--- config.mk ---
export PLATFORM = sky130hd
export DESIGN_NAME = drive_serial_control_status
export DESIGN_NICKNAME = d
export VERILOG_FILES = /design/src/drive_ctrl_pkg.sv /design/src/coast_if.sv /design/src/coast_combiner.sv /design/src/drive_serial_control_status.sv
export SDC_FILE = /design/constraint.sdc
export NUM_CORES = 2
export LEC_CHECK = 0
export BUFFER_PORTS_ARGS = -buffer_cell sky130_fd_sc_hd__buf_4
export CORE_UTILIZATION = 50
export CTS_CLUSTER_DIAMETER = 30
export DETAILED_ROUTE_END_ITERATION = 8
export HOLD_SLACK_MARGIN = 0.08
export PLACE_DENSITY = 0.68
export SLEW_MARGIN = 20
export SYNTH_ARGS = -nofsm -noshare
export SYNTH_HDL_FRONTEND = slang
export SYNTH_HIERARCHICAL = 1
export SYNTH_SLANG_ARGS = --single-unit
--- constraint.sdc ---
create_clock -name sys_clk -period 130.5 [get_ports sys_clk]
set_input_delay 13.05 -clock sys_clk [delete_from_list [all_inputs] [get_ports sys_clk]]
set_output_delay 13.05 -clock sys_clk [all_outputs]
set_load 0.005 [all_outputs]
--- src/drive_ctrl_pkg.sv ---
// Purpose: shared constants and types for the drive serial control and status block
// Assumes: 16-bit status word, control word and references
// Notes: settings come from the local control panel port only
package drive_ctrl_pkg;
  localparam int WORD_W = 16;
  // status word bit positions
  localparam int ST_IN_RANGE = 10;
  localparam int ST_RUNNING = 11;
  localparam int ST_SPARE = 12;
  localparam int ST_VOLT_WARN = 13;
  localparam int ST_CUR_LIMIT = 14;
  localparam int ST_THERMAL = 15;
  // control word bit positions
  localparam int CW_COAST_N = 3;
  localparam int CW_DATA_VALID = 10;
  // pin synchroniser bit positions and reset pattern
  localparam int SY_VOLT_LOW = 1;
  localparam int SY_VOLT_HIGH = 2;
  localparam int SY_MOTOR_HOT = 3;
  localparam int SY_CONV_HOT = 4;
  localparam int SY_THERM_HOT = 5;
  localparam int SY_COAST_N = 6;
  localparam logic [9:0] SYNC_RESET = 10'h040;
  localparam logic [7:0] ADDR_ZERO = 8'h00;
  // reference scaling
  localparam logic [15:0] REF_FULL = 16'h4000;
  localparam int REF_SHIFT = 14;
  // protocol codes
  typedef enum logic [1:0] {
    PROTO_NATIVE = 2'b00,
    PROTO_BLDG_A = 2'b01,
    PROTO_BLDG_B = 2'b10,
    PROTO_MODBUS = 2'b11
  } proto_t;
  // command source selector codes
  typedef enum logic [1:0] {
    SRC_TERMINAL = 2'b00,
    SRC_SERIAL = 2'b01,
    SRC_AND = 2'b10,
    SRC_OR = 2'b11
  } src_sel_t;
  // bit-rate codes
  localparam logic [2:0] BAUD_300 = 3'h0;
  localparam logic [2:0] BAUD_4800 = 3'h4;
  localparam logic [2:0] BAUD_9600 = 3'h5;
  // address limits and defaults
  localparam logic [7:0] ADDR_DEFAULT = 8'h01;
  localparam logic [7:0] ADDR_MAX_NATIVE = 8'h7E;
  localparam logic [7:0] ADDR_MAX_BLDG_A = 8'hFF;
  localparam logic [7:0] ADDR_MAX_BLDG_B = 8'h62;
  localparam logic [7:0] ADDR_MAX_MODBUS = 8'hF7;
  localparam logic [15:0] TRIP_DELAY_DEFAULT = 16'h0064;
endpackage

--- src/coast_if.sv ---
// Purpose: carries the coasting inputs and result between the top and the combiner
// Assumes: single clock domain
// Notes: inputs are active low
`timescale 1ns/1ns
`default_nettype none
interface coast_if;
  logic term_n;
  logic serial_n;
  drive_ctrl_pkg::src_sel_t sel;
  logic coast;
  modport top (output term_n, output serial_n, output sel, input coast);
  modport comb (input term_n, input serial_n, input sel, output coast);
endinterface
`default_nettype wire

--- src/coast_combiner.sv ---
// Purpose: combines terminal and serial coasting requests by the selector
// Assumes: both inputs already synchronised
// Notes: result is combinational; the top registers it
`timescale 1ns/1ns
`default_nettype none
module coast_combiner (
  coast_if.comb cif // coasting request group
);
  // selector table for the active-low requests
  always_comb begin
    unique case (cif.sel)
      drive_ctrl_pkg::SRC_TERMINAL: cif.coast = ~cif.term_n;
      drive_ctrl_pkg::SRC_SERIAL: cif.coast = ~cif.serial_n;
      drive_ctrl_pkg::SRC_AND: cif.coast = ~cif.term_n & ~cif.serial_n;
      drive_ctrl_pkg::SRC_OR: cif.coast = ~(cif.term_n & cif.serial_n);
    endcase
  end
endmodule
`default_nettype wire

--- src/drive_serial_control_status.sv ---
// Purpose: status word, reference scaling, protocol settings and coasting for serial control
// Assumes: measurement flags are pins; settings come from the local control panel
// Notes: all outputs registered; serial writes to address and bit rate are refused
// Overview of operation
// - bit 10 high while frequency strictly between low and high limits
// - bit 11 high with a start signal or frequency above zero
// - bit 12 has no meaning and reads zero
// - bit 13 high when link voltage is too low or too high
// - bit 14 high above current limit; trip after configured delay
// - bit 15 high on motor, converter or thermistor overtemperature
// - reference is a 16-bit signed value, 16384 means 100 percent
// - reference 0 maps to minimum, 16384 to maximum, linear between
// - negative reference commands reverse rotation at same magnitude
// - output frequency reported as 16-bit signed value, 16384 is 100 percent
// - reported 0 is low frequency limit, 16384 is high limit
// - protocol codes: native default, two building protocols, Modbus RTU
// - address range depends on protocol; default address is one
// - station address cannot be changed over the serial link
// - bit-rate codes 0 to 5 for 300 to 9600, default 9600
// - bit rate cannot be written over the serial link
// - allowed bit rates are limited per protocol
// - command source selector: terminal, serial, both, either
// - coasting terminal and control-word bit 3 are active low
// - coasting follows the selector, default code 3
// - control word ignored while its bit 10 is zero
// - effective coasting switches the output stage off at once
`timescale 1ns/1ns
`default_nettype none
module drive_serial_control_status (
  input wire logic sys_clk, // system clock, 20 MHz
  input wire logic rst_b, // synchronous reset, active low
  input wire logic [9:0] status_low_in, // lower status bits from other logic
  input wire logic [15:0] out_freq, // present output frequency, unsigned units
  input wire logic [15:0] freq_low_limit, // low output frequency limit
  input wire logic [15:0] freq_high_limit, // high output frequency limit
  input wire logic start_active, // start signal present
  input wire logic volt_low_pin, // link voltage too low, pin
  input wire logic volt_high_pin, // link voltage too high, pin
  input wire logic [15:0] out_current, // measured output current
  input wire logic [15:0] output_current_limit, // configured current limit
  input wire logic [15:0] trip_delay_cycles, // overcurrent trip delay in cycles
  input wire logic trip_reset, // clears the overcurrent trip
  input wire logic motor_hot_pin, // motor overtemperature, pin
  input wire logic conv_hot_pin, // converter overtemperature, pin
  input wire logic thermistor_hot_pin, // thermistor overtemperature, pin
  input wire logic cw_valid, // one-cycle strobe: new control word
  input wire logic [15:0] ctrl_word, // received control word
  input wire logic [15:0] serial_ref, // received signed reference
  input wire logic [15:0] ref_min, // configured minimum reference
  input wire logic [15:0] ref_max, // configured maximum reference
  input wire logic coast_term_n_pin, // coasting terminal, active low pin
  input wire logic [1:0] coast_sel, // coasting source selector
  input wire logic panel_wr, // one-cycle strobe: write from local control panel
  input wire logic serial_wr, // one-cycle strobe: setting write over serial link
  input wire logic [1:0] wr_protocol, // protocol code to write
  input wire logic [7:0] wr_address, // station address to write
  input wire logic [2:0] wr_baud, // bit-rate code to write
  output logic [15:0] status_word, // assembled status word
  output logic [15:0] freq_report, // scaled signed output frequency
  output logic [15:0] ref_value, // scaled reference magnitude
  output logic reverse, // reference commands reverse rotation
  output logic coast_active, // effective coasting request
  output logic stage_enable, // output stage on
  output logic oc_trip, // overcurrent trip latched
  output logic [1:0] protocol, // active protocol code
  output logic [7:0] station_addr, // active station address
  output logic [2:0] baud_code, // active bit-rate code
  output logic wr_reject // one-cycle pulse: write refused
);
  typedef struct packed {
    logic [9:0] sync1;
    logic [9:0] sync2;
    logic coast_serial_n;
    logic [15:0] oc_count;
    logic oc_trip;
    logic [15:0] status;
    logic [15:0] freq_rep;
    logic [15:0] ref_val;
    logic rev;
    logic coast;
    logic stage_en;
    drive_ctrl_pkg::proto_t proto;
    logic [7:0] addr;
    logic [2:0] baud;
    logic rej;
  } state_t;

  state_t st_q;
  state_t st_d;
  coast_if cif ();

  // address limit check for a protocol
  function automatic logic addr_ok(input logic [1:0] p, input logic [7:0] a);
    logic ok;
    ok = 1'b0;
    unique case (drive_ctrl_pkg::proto_t'(p))
      drive_ctrl_pkg::PROTO_NATIVE: begin
        ok = (a <= drive_ctrl_pkg::ADDR_MAX_NATIVE);
      end
      drive_ctrl_pkg::PROTO_BLDG_A: begin
        ok = (a != drive_ctrl_pkg::ADDR_ZERO) &&
             (a <= drive_ctrl_pkg::ADDR_MAX_BLDG_A);
      end
      drive_ctrl_pkg::PROTO_BLDG_B: begin
        ok = (a <= drive_ctrl_pkg::ADDR_MAX_BLDG_B);
      end
      drive_ctrl_pkg::PROTO_MODBUS: begin
        ok = (a != drive_ctrl_pkg::ADDR_ZERO) &&
             (a <= drive_ctrl_pkg::ADDR_MAX_MODBUS);
      end
    endcase
    return ok;
  endfunction

  // bit-rate check for a protocol
  function automatic logic baud_ok(input logic [1:0] p, input logic [2:0] b);
    logic ok;
    ok = 1'b0;
    if (b <= drive_ctrl_pkg::BAUD_9600) begin
      unique case (drive_ctrl_pkg::proto_t'(p))
        drive_ctrl_pkg::PROTO_NATIVE: begin
          ok = (b >= drive_ctrl_pkg::BAUD_300);
        end
        drive_ctrl_pkg::PROTO_BLDG_A: begin
          ok = (b == drive_ctrl_pkg::BAUD_9600);
        end
        drive_ctrl_pkg::PROTO_BLDG_B: begin
          ok = (b >= drive_ctrl_pkg::BAUD_4800);
        end
        drive_ctrl_pkg::PROTO_MODBUS: begin
          ok = 1'b1; // every listed code
        end
      endcase
    end
    return ok;
  endfunction

  // linear scale of v within lo..hi to 0..16384, zero at or below lo, not limited above hi
  function automatic logic [15:0] to_frac(input logic [15:0] v, input logic [15:0] lo,
                                          input logic [15:0] hi);
    logic [31:0] num;
    logic [15:0] span;
    logic [15:0] res;
    num = 32'h0;
    span = hi - lo;
    res = 16'h0000;
    if (v > lo && span != 16'h0000) begin
      num = {16'h0000, v - lo} << drive_ctrl_pkg::REF_SHIFT;
      res = 16'(num / {16'h0000, span});
    end
    return res;
  endfunction

  // current above the configured limit, used by timer and status
  function automatic logic over_limit(input logic [15:0] cur, input logic [15:0] lim);
    return cur > lim;
  endfunction

  // magnitude of a signed reference; the most negative code wraps
  function automatic logic [15:0] ref_mag(input logic [15:0] r);
    logic [15:0] m;
    m = r;
    if (r[drive_ctrl_pkg::WORD_W-1]) begin
      m = 16'h0000 - r;
    end
    return m;
  endfunction

  // linear map of a magnitude onto lo..hi, full scale at 16384
  function automatic logic [15:0] ref_scale(input logic [15:0] m, input logic [15:0] lo,
                                            input logic [15:0] hi);
    logic [31:0] p;
    p = ({16'h0000, m} * {16'h0000, hi - lo}) >> drive_ctrl_pkg::REF_SHIFT;
    return lo + p[15:0];
  endfunction

  // status word from level inputs and the synchronised pins
  function automatic logic [15:0] status_next(input logic [9:0] low, input logic [15:0] f,
                                              input logic [15:0] lo, input logic [15:0] hi,
                                              input logic run, input logic [9:0] sy,
                                              input logic over);
    logic [15:0] s;
    s = 16'h0000;
    s[drive_ctrl_pkg::ST_IN_RANGE-1:0] = low;
    s[drive_ctrl_pkg::ST_IN_RANGE] = (f > lo) && (f < hi);
    s[drive_ctrl_pkg::ST_RUNNING] = run || (f != 16'h0000);
    s[drive_ctrl_pkg::ST_SPARE] = 1'b0;
    s[drive_ctrl_pkg::ST_VOLT_WARN] = sy[drive_ctrl_pkg::SY_VOLT_LOW] |
                                      sy[drive_ctrl_pkg::SY_VOLT_HIGH];
    s[drive_ctrl_pkg::ST_CUR_LIMIT] = over;
    s[drive_ctrl_pkg::ST_THERMAL] =
      |sy[drive_ctrl_pkg::SY_THERM_HOT:drive_ctrl_pkg::SY_MOTOR_HOT];
    return s;
  endfunction

  // coasting request group towards the combiner
  assign cif.term_n = st_q.sync2[drive_ctrl_pkg::SY_COAST_N];
  assign cif.serial_n = st_q.coast_serial_n;
  assign cif.sel = drive_ctrl_pkg::src_sel_t'(coast_sel);

  coast_combiner u_coast (
    .cif(cif)
  );

  // next-state logic for status, scaling, settings and coasting
  always_comb begin
    logic [15:0] mag;
    logic over;
    logic [2:0] nb;
    mag = 16'h0000;
    over = over_limit(out_current, output_current_limit);
    nb = 3'h0;
    st_d = st_q;
    st_d.rej = 1'b0;
    // two-stage sync of pin inputs
    st_d.sync1 = '0;
    st_d.sync1[drive_ctrl_pkg::SY_VOLT_LOW] = volt_low_pin;
    st_d.sync1[drive_ctrl_pkg::SY_VOLT_HIGH] = volt_high_pin;
    st_d.sync1[drive_ctrl_pkg::SY_MOTOR_HOT] = motor_hot_pin;
    st_d.sync1[drive_ctrl_pkg::SY_CONV_HOT] = conv_hot_pin;
    st_d.sync1[drive_ctrl_pkg::SY_THERM_HOT] = thermistor_hot_pin;
    st_d.sync1[drive_ctrl_pkg::SY_COAST_N] = coast_term_n_pin;
    st_d.sync2 = st_q.sync1;
    // control word only used when its valid bit is set
    if (cw_valid && ctrl_word[drive_ctrl_pkg::CW_DATA_VALID]) begin
      st_d.coast_serial_n = ctrl_word[drive_ctrl_pkg::CW_COAST_N];
      // reference sign selects direction, magnitude scaled
      st_d.rev = serial_ref[drive_ctrl_pkg::WORD_W-1];
      mag = ref_mag(serial_ref);
      st_d.ref_val = ref_scale(mag, ref_min, ref_max);
    end
    // overcurrent timer and trip
    if (over) begin
      if (st_q.oc_count >= trip_delay_cycles) begin
        st_d.oc_trip = 1'b1;
      end else begin
        st_d.oc_count = st_q.oc_count + 16'h0001;
      end
    end else begin
      st_d.oc_count = 16'h0000;
    end
    // a clear only takes once the current is no longer above the limit
    if (trip_reset && !over) begin
      st_d.oc_trip = 1'b0;
    end
    // status word assembly
    st_d.status = status_next(status_low_in, out_freq, freq_low_limit, freq_high_limit,
                              start_active, st_q.sync2, over);
    // reported frequency scaled to the limit range
    st_d.freq_rep = to_frac(out_freq, freq_low_limit, freq_high_limit);
    // coasting and output stage
    st_d.coast = cif.coast;
    st_d.stage_en = ~cif.coast & ~st_d.oc_trip;
    // setting writes: panel only, serial refused
    if (serial_wr) begin
      st_d.rej = 1'b1;
    end else if (panel_wr) begin
      st_d.proto = drive_ctrl_pkg::proto_t'(wr_protocol);
      if (addr_ok(wr_protocol, wr_address)) begin
        st_d.addr = wr_address;
      end else begin
        st_d.rej = 1'b1;
        // an address left illegal by the new protocol falls back
        if (!addr_ok(wr_protocol, st_q.addr)) begin
          st_d.addr = drive_ctrl_pkg::ADDR_DEFAULT;
        end
      end
      nb = wr_baud;
      if (baud_ok(wr_protocol, nb)) begin
        st_d.baud = nb;
      end else begin
        st_d.rej = 1'b1;
        if (!baud_ok(wr_protocol, st_q.baud)) begin
          st_d.baud = drive_ctrl_pkg::BAUD_9600;
        end
      end
    end
    if (!rst_b) begin
      st_d = '0;
      st_d.sync1 = drive_ctrl_pkg::SYNC_RESET;
      st_d.sync2 = drive_ctrl_pkg::SYNC_RESET;
      st_d.coast_serial_n = 1'b1;
      st_d.proto = drive_ctrl_pkg::PROTO_NATIVE;
      st_d.addr = drive_ctrl_pkg::ADDR_DEFAULT;
      st_d.baud = drive_ctrl_pkg::BAUD_9600;
    end
  end

  // state register
  always_ff @(posedge sys_clk) begin
    st_q <= st_d;
  end

  // status and scaled values
  assign status_word = st_q.status;
  assign freq_report = st_q.freq_rep;
  assign ref_value = st_q.ref_val;
  assign reverse = st_q.rev;

  // coasting, output stage and trip
  assign coast_active = st_q.coast;
  assign stage_enable = st_q.stage_en;
  assign oc_trip = st_q.oc_trip;

  // active settings and write refusal
  assign protocol = st_q.proto;
  assign station_addr = st_q.addr;
  assign baud_code = st_q.baud;
  assign wr_reject = st_q.rej;
endmodule
`default_nettype wire

-- Word-level counts from Yosys, hierarchy flattened
Cells that the tools add are included.
- register bits after elaboration: 96
- output and inout port bits: 66
- word-level logic and storage cells: 114
- add/sub/neg operators: 6
- multipliers: 1
- divide/modulo/power cells: 1
- magnitude comparators: 18
- eq/ne operators: 10
- multiplexer cells: 30
- bitwise gates (word level): 10
- reductions and logical operators: 22
- operators with widths (cell ; count):
    16-bit subtractor ; 3
    30-bit by 16-bit divider with 32-bit output ; 1
    16-bit greater-than comparator ; 2
    8-bit by 7-bit <= comparator with 1-bit output (second input constant) ; 4
    8-bit <= comparator (second input constant) ; 4
    16-bit 2-to-1 mux ; 2
    16-bit nonzero test ; 2
    16-bit by 16-bit multiplier with 30-bit output ; 1
    1-bit one-hot mux with 4 select lines ; 5
    1-bit 2-to-1 mux ; 19
    16-bit by 1-bit adder with 16-bit output (second input constant) ; 1
    16-bit adder ; 1
    16-bit >= comparator ; 1
    16-bit < comparator ; 1
    8-bit 2-to-1 mux ; 2
    8-bit nonzero test ; 2
    1-bit by 16-bit subtractor with 16-bit output (first input constant) ; 1
    2-bit == test (second input constant) ; 4
    1-bit logical AND ; 8
    3-bit == test (second input constant) ; 2
    3-bit by 1-bit >= comparator with 1-bit output (second input constant) ; 2
    3-bit >= comparator (second input constant) ; 2
    3-bit <= comparator (second input constant) ; 2
    3-bit 2-to-1 mux ; 2
    other kinds (11) ; 24

-- Longest topological paths before layout
- depth after elaboration: 10
- depth in mapped cells: 490
- depth with buffers taken out: 451

-- Hierarchy
Netlist, hierarchy kept.
- modules (own cells, without submodules) (module ; instances ; cells an instance ; area an instance (µm²) ; sequential area each (µm²)):
    drive_serial_control_status ; 1 ; 5524 ; 40553.9 ; 1881.8
    coast_combiner ; 1 ; 3 ; 22.5 ; 0.0

-- Worst setup path before layout
Ideal clock, no wire load.
- path kind: in2reg
- from: input port freq_low_limit[7]
- to: register st_q (netlist bit freq_report[0])
- library setup time: 129 ps
- arrival time: 99545 ps
- slack: 30826 ps
- stages on the path: 466
- buffers on the path: 44
- cell sequence: inv_1 ha_1 buf_2 a21oi_2 nand2_1 a211o_1 a211oi_1 nand2_1 or4_1 clkbuf_1 nor2_1 nand2_1 o21ai_0 o31ai_1 ha_1 o21a_1 o22a_1 a21oi_1 (+430 left out) a21o_1 nand4b_1 nor3_2 and4b_1 nand2_2 buf_2 nor2_1 a21oi_1 ha_1 a21o_1 a21o_1 a21oi_1 o221ai_1 nor2_1 nand3_1 a2111o_1 nor4_2 a31oi_1
- cells in the longest elaborated chain, start to end: 4
- elaborated cells between the ends (all ways): 7
- those cells by class: add/sub (2); div (1); order compare (1); reduce/logical (3)
- ends and longest elaborated chain (what ; RTL line ; source):
    start, declared ; drive_serial_control_status.sv:34 ; input wire logic [15:0] freq_low_limit,
    parallel branches: the longest is 4 deep, another holds 30-bit by 16-bit divider with 32-bit output ; - ;
    end signal, assigned ; drive_serial_control_status.sv:291 ; st_q <= st_d;
    end, declared ; drive_serial_control_status.sv:88 ; state_t st_q;
Several ways; the timed one is not identified.
A chain may end at the register's enable or synchronous reset.

-- Worst setup path after layout
- from: input port freq_low_limit[3]
- to: register st_q (netlist bit freq_report[0])
Same word-level chain as after synthesis.

==> impl_metrics.tcl <==
set metrics [dict create \
    yosys.area_share.simple_pct 23.0 \
    cts-root-buf "clkbuf_16" \
    r2r_setup_slack_ps 125720 \
    num_rows 104 \
    initial_utilization_pct 50.5 \
    crit_path_max_fanout 33 \
    synth-async-reset-ratio_pct 0 \
    grt_max_degree 63 \
    gp_congestion 0.938 \
    status "complete, no violations" \
    drc 0 \
    hold_end "cif.term_n$_SDFF_PN1_" \
    reg2reg_to "st_q[81]$_SDFFE_PN0N_" \
    synth_top_area_share_pct 18.0 \
    syn_area_mm2 0.0406 \
    die_area_mm2 0.0823 \
    grt_pass1_wl_um 199000 \
    crit_buf_inv 12 \
    n_fill_cell 7779 \
    grt_overflow 0 \
    globalRouteTotalUtil_pct 29.3 \
    synthAdderAreaFrac_pct 27.7 \
    drt_iter0_drc 2664 \
    syn_to_final_growth_pct 7.31 \
    yosys_warnings 6 \
    r2r_cells 28 \
    slew-limit-headroom_pct 21.0 \
    die_h_um 287 \
    synthTopCellsByArea "ha_1, fa_1, a21oi_1" \
    synth_compound_area_share_pct 25.6 \
    firstDrtPassIters 6 \
    netlist_instances 5527 \
    synth_top_family_by_area "adder cells" \
    finClkSkew_ps 11.7 \
    grt_pass1_vias 38300 \
    cts.hold.buffers_added 0 \
    path_class "in -> reg" \
    synth_xor_area_share_pct 8.18 \
    vias 40300 \
    io_buffers 248 \
    drv_cap 0 \
    hold_class "reg -> reg" \
    end_kind "flip-flop" \
    worst_pin_slew_ps 1170 \
    cpMaxStageDelayCell "o311ai_0" \
    ant_nets 0 \
    yosys.cell_types.count 136 \
    final_cell_mix "ha_1, nor2_1, inv_1" \
    setup-tns-final_ps 0 \
    nNetsFinal 6615 \
    min_period_ps 113250 \
    numClockSinks 94 \
    slowest_delay_ps 1010 \
    required_ps 130760 \
    worstHoldStart "st_q[99]$_SDFF_PN1_" \
    clk_pin_slew_ps 80 \
    syn_area_per_cell_um2 7.34 \
    drive_above_1_share_pct 10.0 \
    muxShareOfSynthArea_pct 3.56 \
    wire_per_inst_um 18.4 \
    rr_startpoint "st_q[66]$_SDFFE_PN0N_" \
    yosysSeqAreaShare_pct 4.64 \
    io_pins 264 \
    h-tree-depth 3 \
    ys_seq_elements 94 \
    wl_um 123000 \
    yosysTopAreaCell "ha_1" \
    drt-vias-per-instance 6.01 \
    post_cts.repair.setup_buffers 0 \
    startpoint_type "input port" \
    clk_latency_ps 390 \
    synth_edf_count 0 \
    rsz0062_at_grt "false" \
    die_width_um 287 \
    arrival_ps 113510 \
    finalMaxSlewViolations 0 \
    antenna_found_initial 0 \
    layout_commonest_cell "ha_1" \
    post-route-period-util_pct 86.8 \
    synth_ff_type "dfxtp_1" \
    clock_path_buffers 2 \
    cts_made_buffers 9 \
    hold-path-cell-count 1 \
    cts_resized 0 \
    critPathTopFamily "compound AO/OA/AOI/OAI gates" \
    cts_tree "done" \
    max_freq_ghz 0.00883 \
    setup_viol 0 \
    hpwl_um 98600 \
    core_area_mm2 0.0804 \
    crit_top_cell "o21ai_0" \
    finalHoldViolations 0 \
]
-- stage by stage --
step                      util (%)  std cells  setup WS (ps)  hold WS [ps]  area (µm²)
after CTS                     54.1       6702          18730           417       43500
after global placement        53.8       6686          19490           406       43200
after detailed placement      53.8       6686          18720           406       43200
final                         54.1       6703          17250           416       43500
after global routing          54.1       6702           8150           438       43500
after floorplan                  -       5529          30830           386       40600
-- worst max-delay path by stage --
stage                                  from  slack (ps)                   endpoint  depth (start not counted)
after floorplan           freq_low_limit[7]       30830  freq_report[0]$_SDFF_PN0_                        466
after global placement    freq_low_limit[3]       19490  freq_report[0]$_SDFF_PN0_                        434
after detailed placement  freq_low_limit[3]       18720  freq_report[0]$_SDFF_PN0_                        434
after CTS                 freq_low_limit[3]       18730  freq_report[0]$_SDFF_PN0_                        434
after global routing      freq_low_limit[3]        8150  freq_report[0]$_SDFF_PN0_                        435
final                     freq_low_limit[3]       17250  freq_report[0]$_SDFF_PN0_                        435
-- cell families (layout without fill, tap and decap cells) --
group                      count (synthesis)  in the layout
AOI/OAI and AO/OA                       1557           1557
xor gates and xnor gates                 375            375
adders and majority gates                780            780
buffers and inverters                    719            832
DFF                                       94             94
muxes                                    130            130
other                                      1              4
and+or+nand+nor                         1871           1871
-- flip-flops by register name (all words and copies together), names as in the netlist --
name	flops
wr_reject	1
coast_active	1
cif.serial_n	1
station_addr	8
status_word	15
freq_report	16
ref_value	16
cif.term_n	1
reverse	1
oc_trip	1
protocol	2
st_q	27
stage_enable	1
baud_code	3
-- metal layers --
| metal | global-route usage, % | share of wire [%] | vias to the layer above | routed length (µm) |
|---|---|---|---|---|
| met1 | 39.6 | 45 | 18900 | 55900 |
| li1 | - | - | 19900 | - |
| met3 | 2.98 | 6.4 | 178 | 7880 |
| met5 | 0 | 0 | - | 0 |
| met2 | 50.1 | 46 | 1320 | 56500 |
| met4 | 6.76 | 2.4 | 0 | 2940 |
-- cells in the mapped netlist (all sizes together) (19+ instances only) --
cell type  instances
o31ai             62
buf              103
a31oi             42
or3               48
mux2              92
xnor2            265
xor2             108
nand2b           100
nor4              40
nor2b             79
nand4             78
fa               197
ha               583
a21o             140
o22ai             19
mux2i             38
o21a              99
and2             115
o21ai            289
dfxtp             94
o21bai            67
a211oi            57
or4               19
and3              37
nor2             520
a21boi            27
nand2            472
a21oi            490
or2               42
clkbuf           113
inv              503
nor3             133
nand3            113
o211ai            35
-- worst register-to-register path: cells and delay by family, from the launching register on --
family | cells | cell delay [ps]
flip-flops | 1 | 390
AO/OA/AOI/OAI | 11 | 2160
XOR/XNOR | 1 | 150
AND/OR/NAND/NOR | 14 | 1620
adder cells (fa/ha/maj) | 1 | 260
buffers and inverters | 1 | 70
-- final cells by class --
cell class / count / area, µm² / area share, %
multi-input cells: 4716 / 35800 / 82.2
repair buffers: 313 / 2350 / 5.40
inverters: 503 / 1890 / 4.34
flip-flops and latches: 94 / 1880 / 4.32
well taps: 1060 / 1330 / 3.05
clock buffers: 11 / 243 / 0.557
clock inverters: 5 / 63.8 / 0.147
diodes: 1 / 2.50 / 0.00575
Power is not shown: default switching activity piles up to over one toggle a cycle in this logic, so the estimate is an artifact.
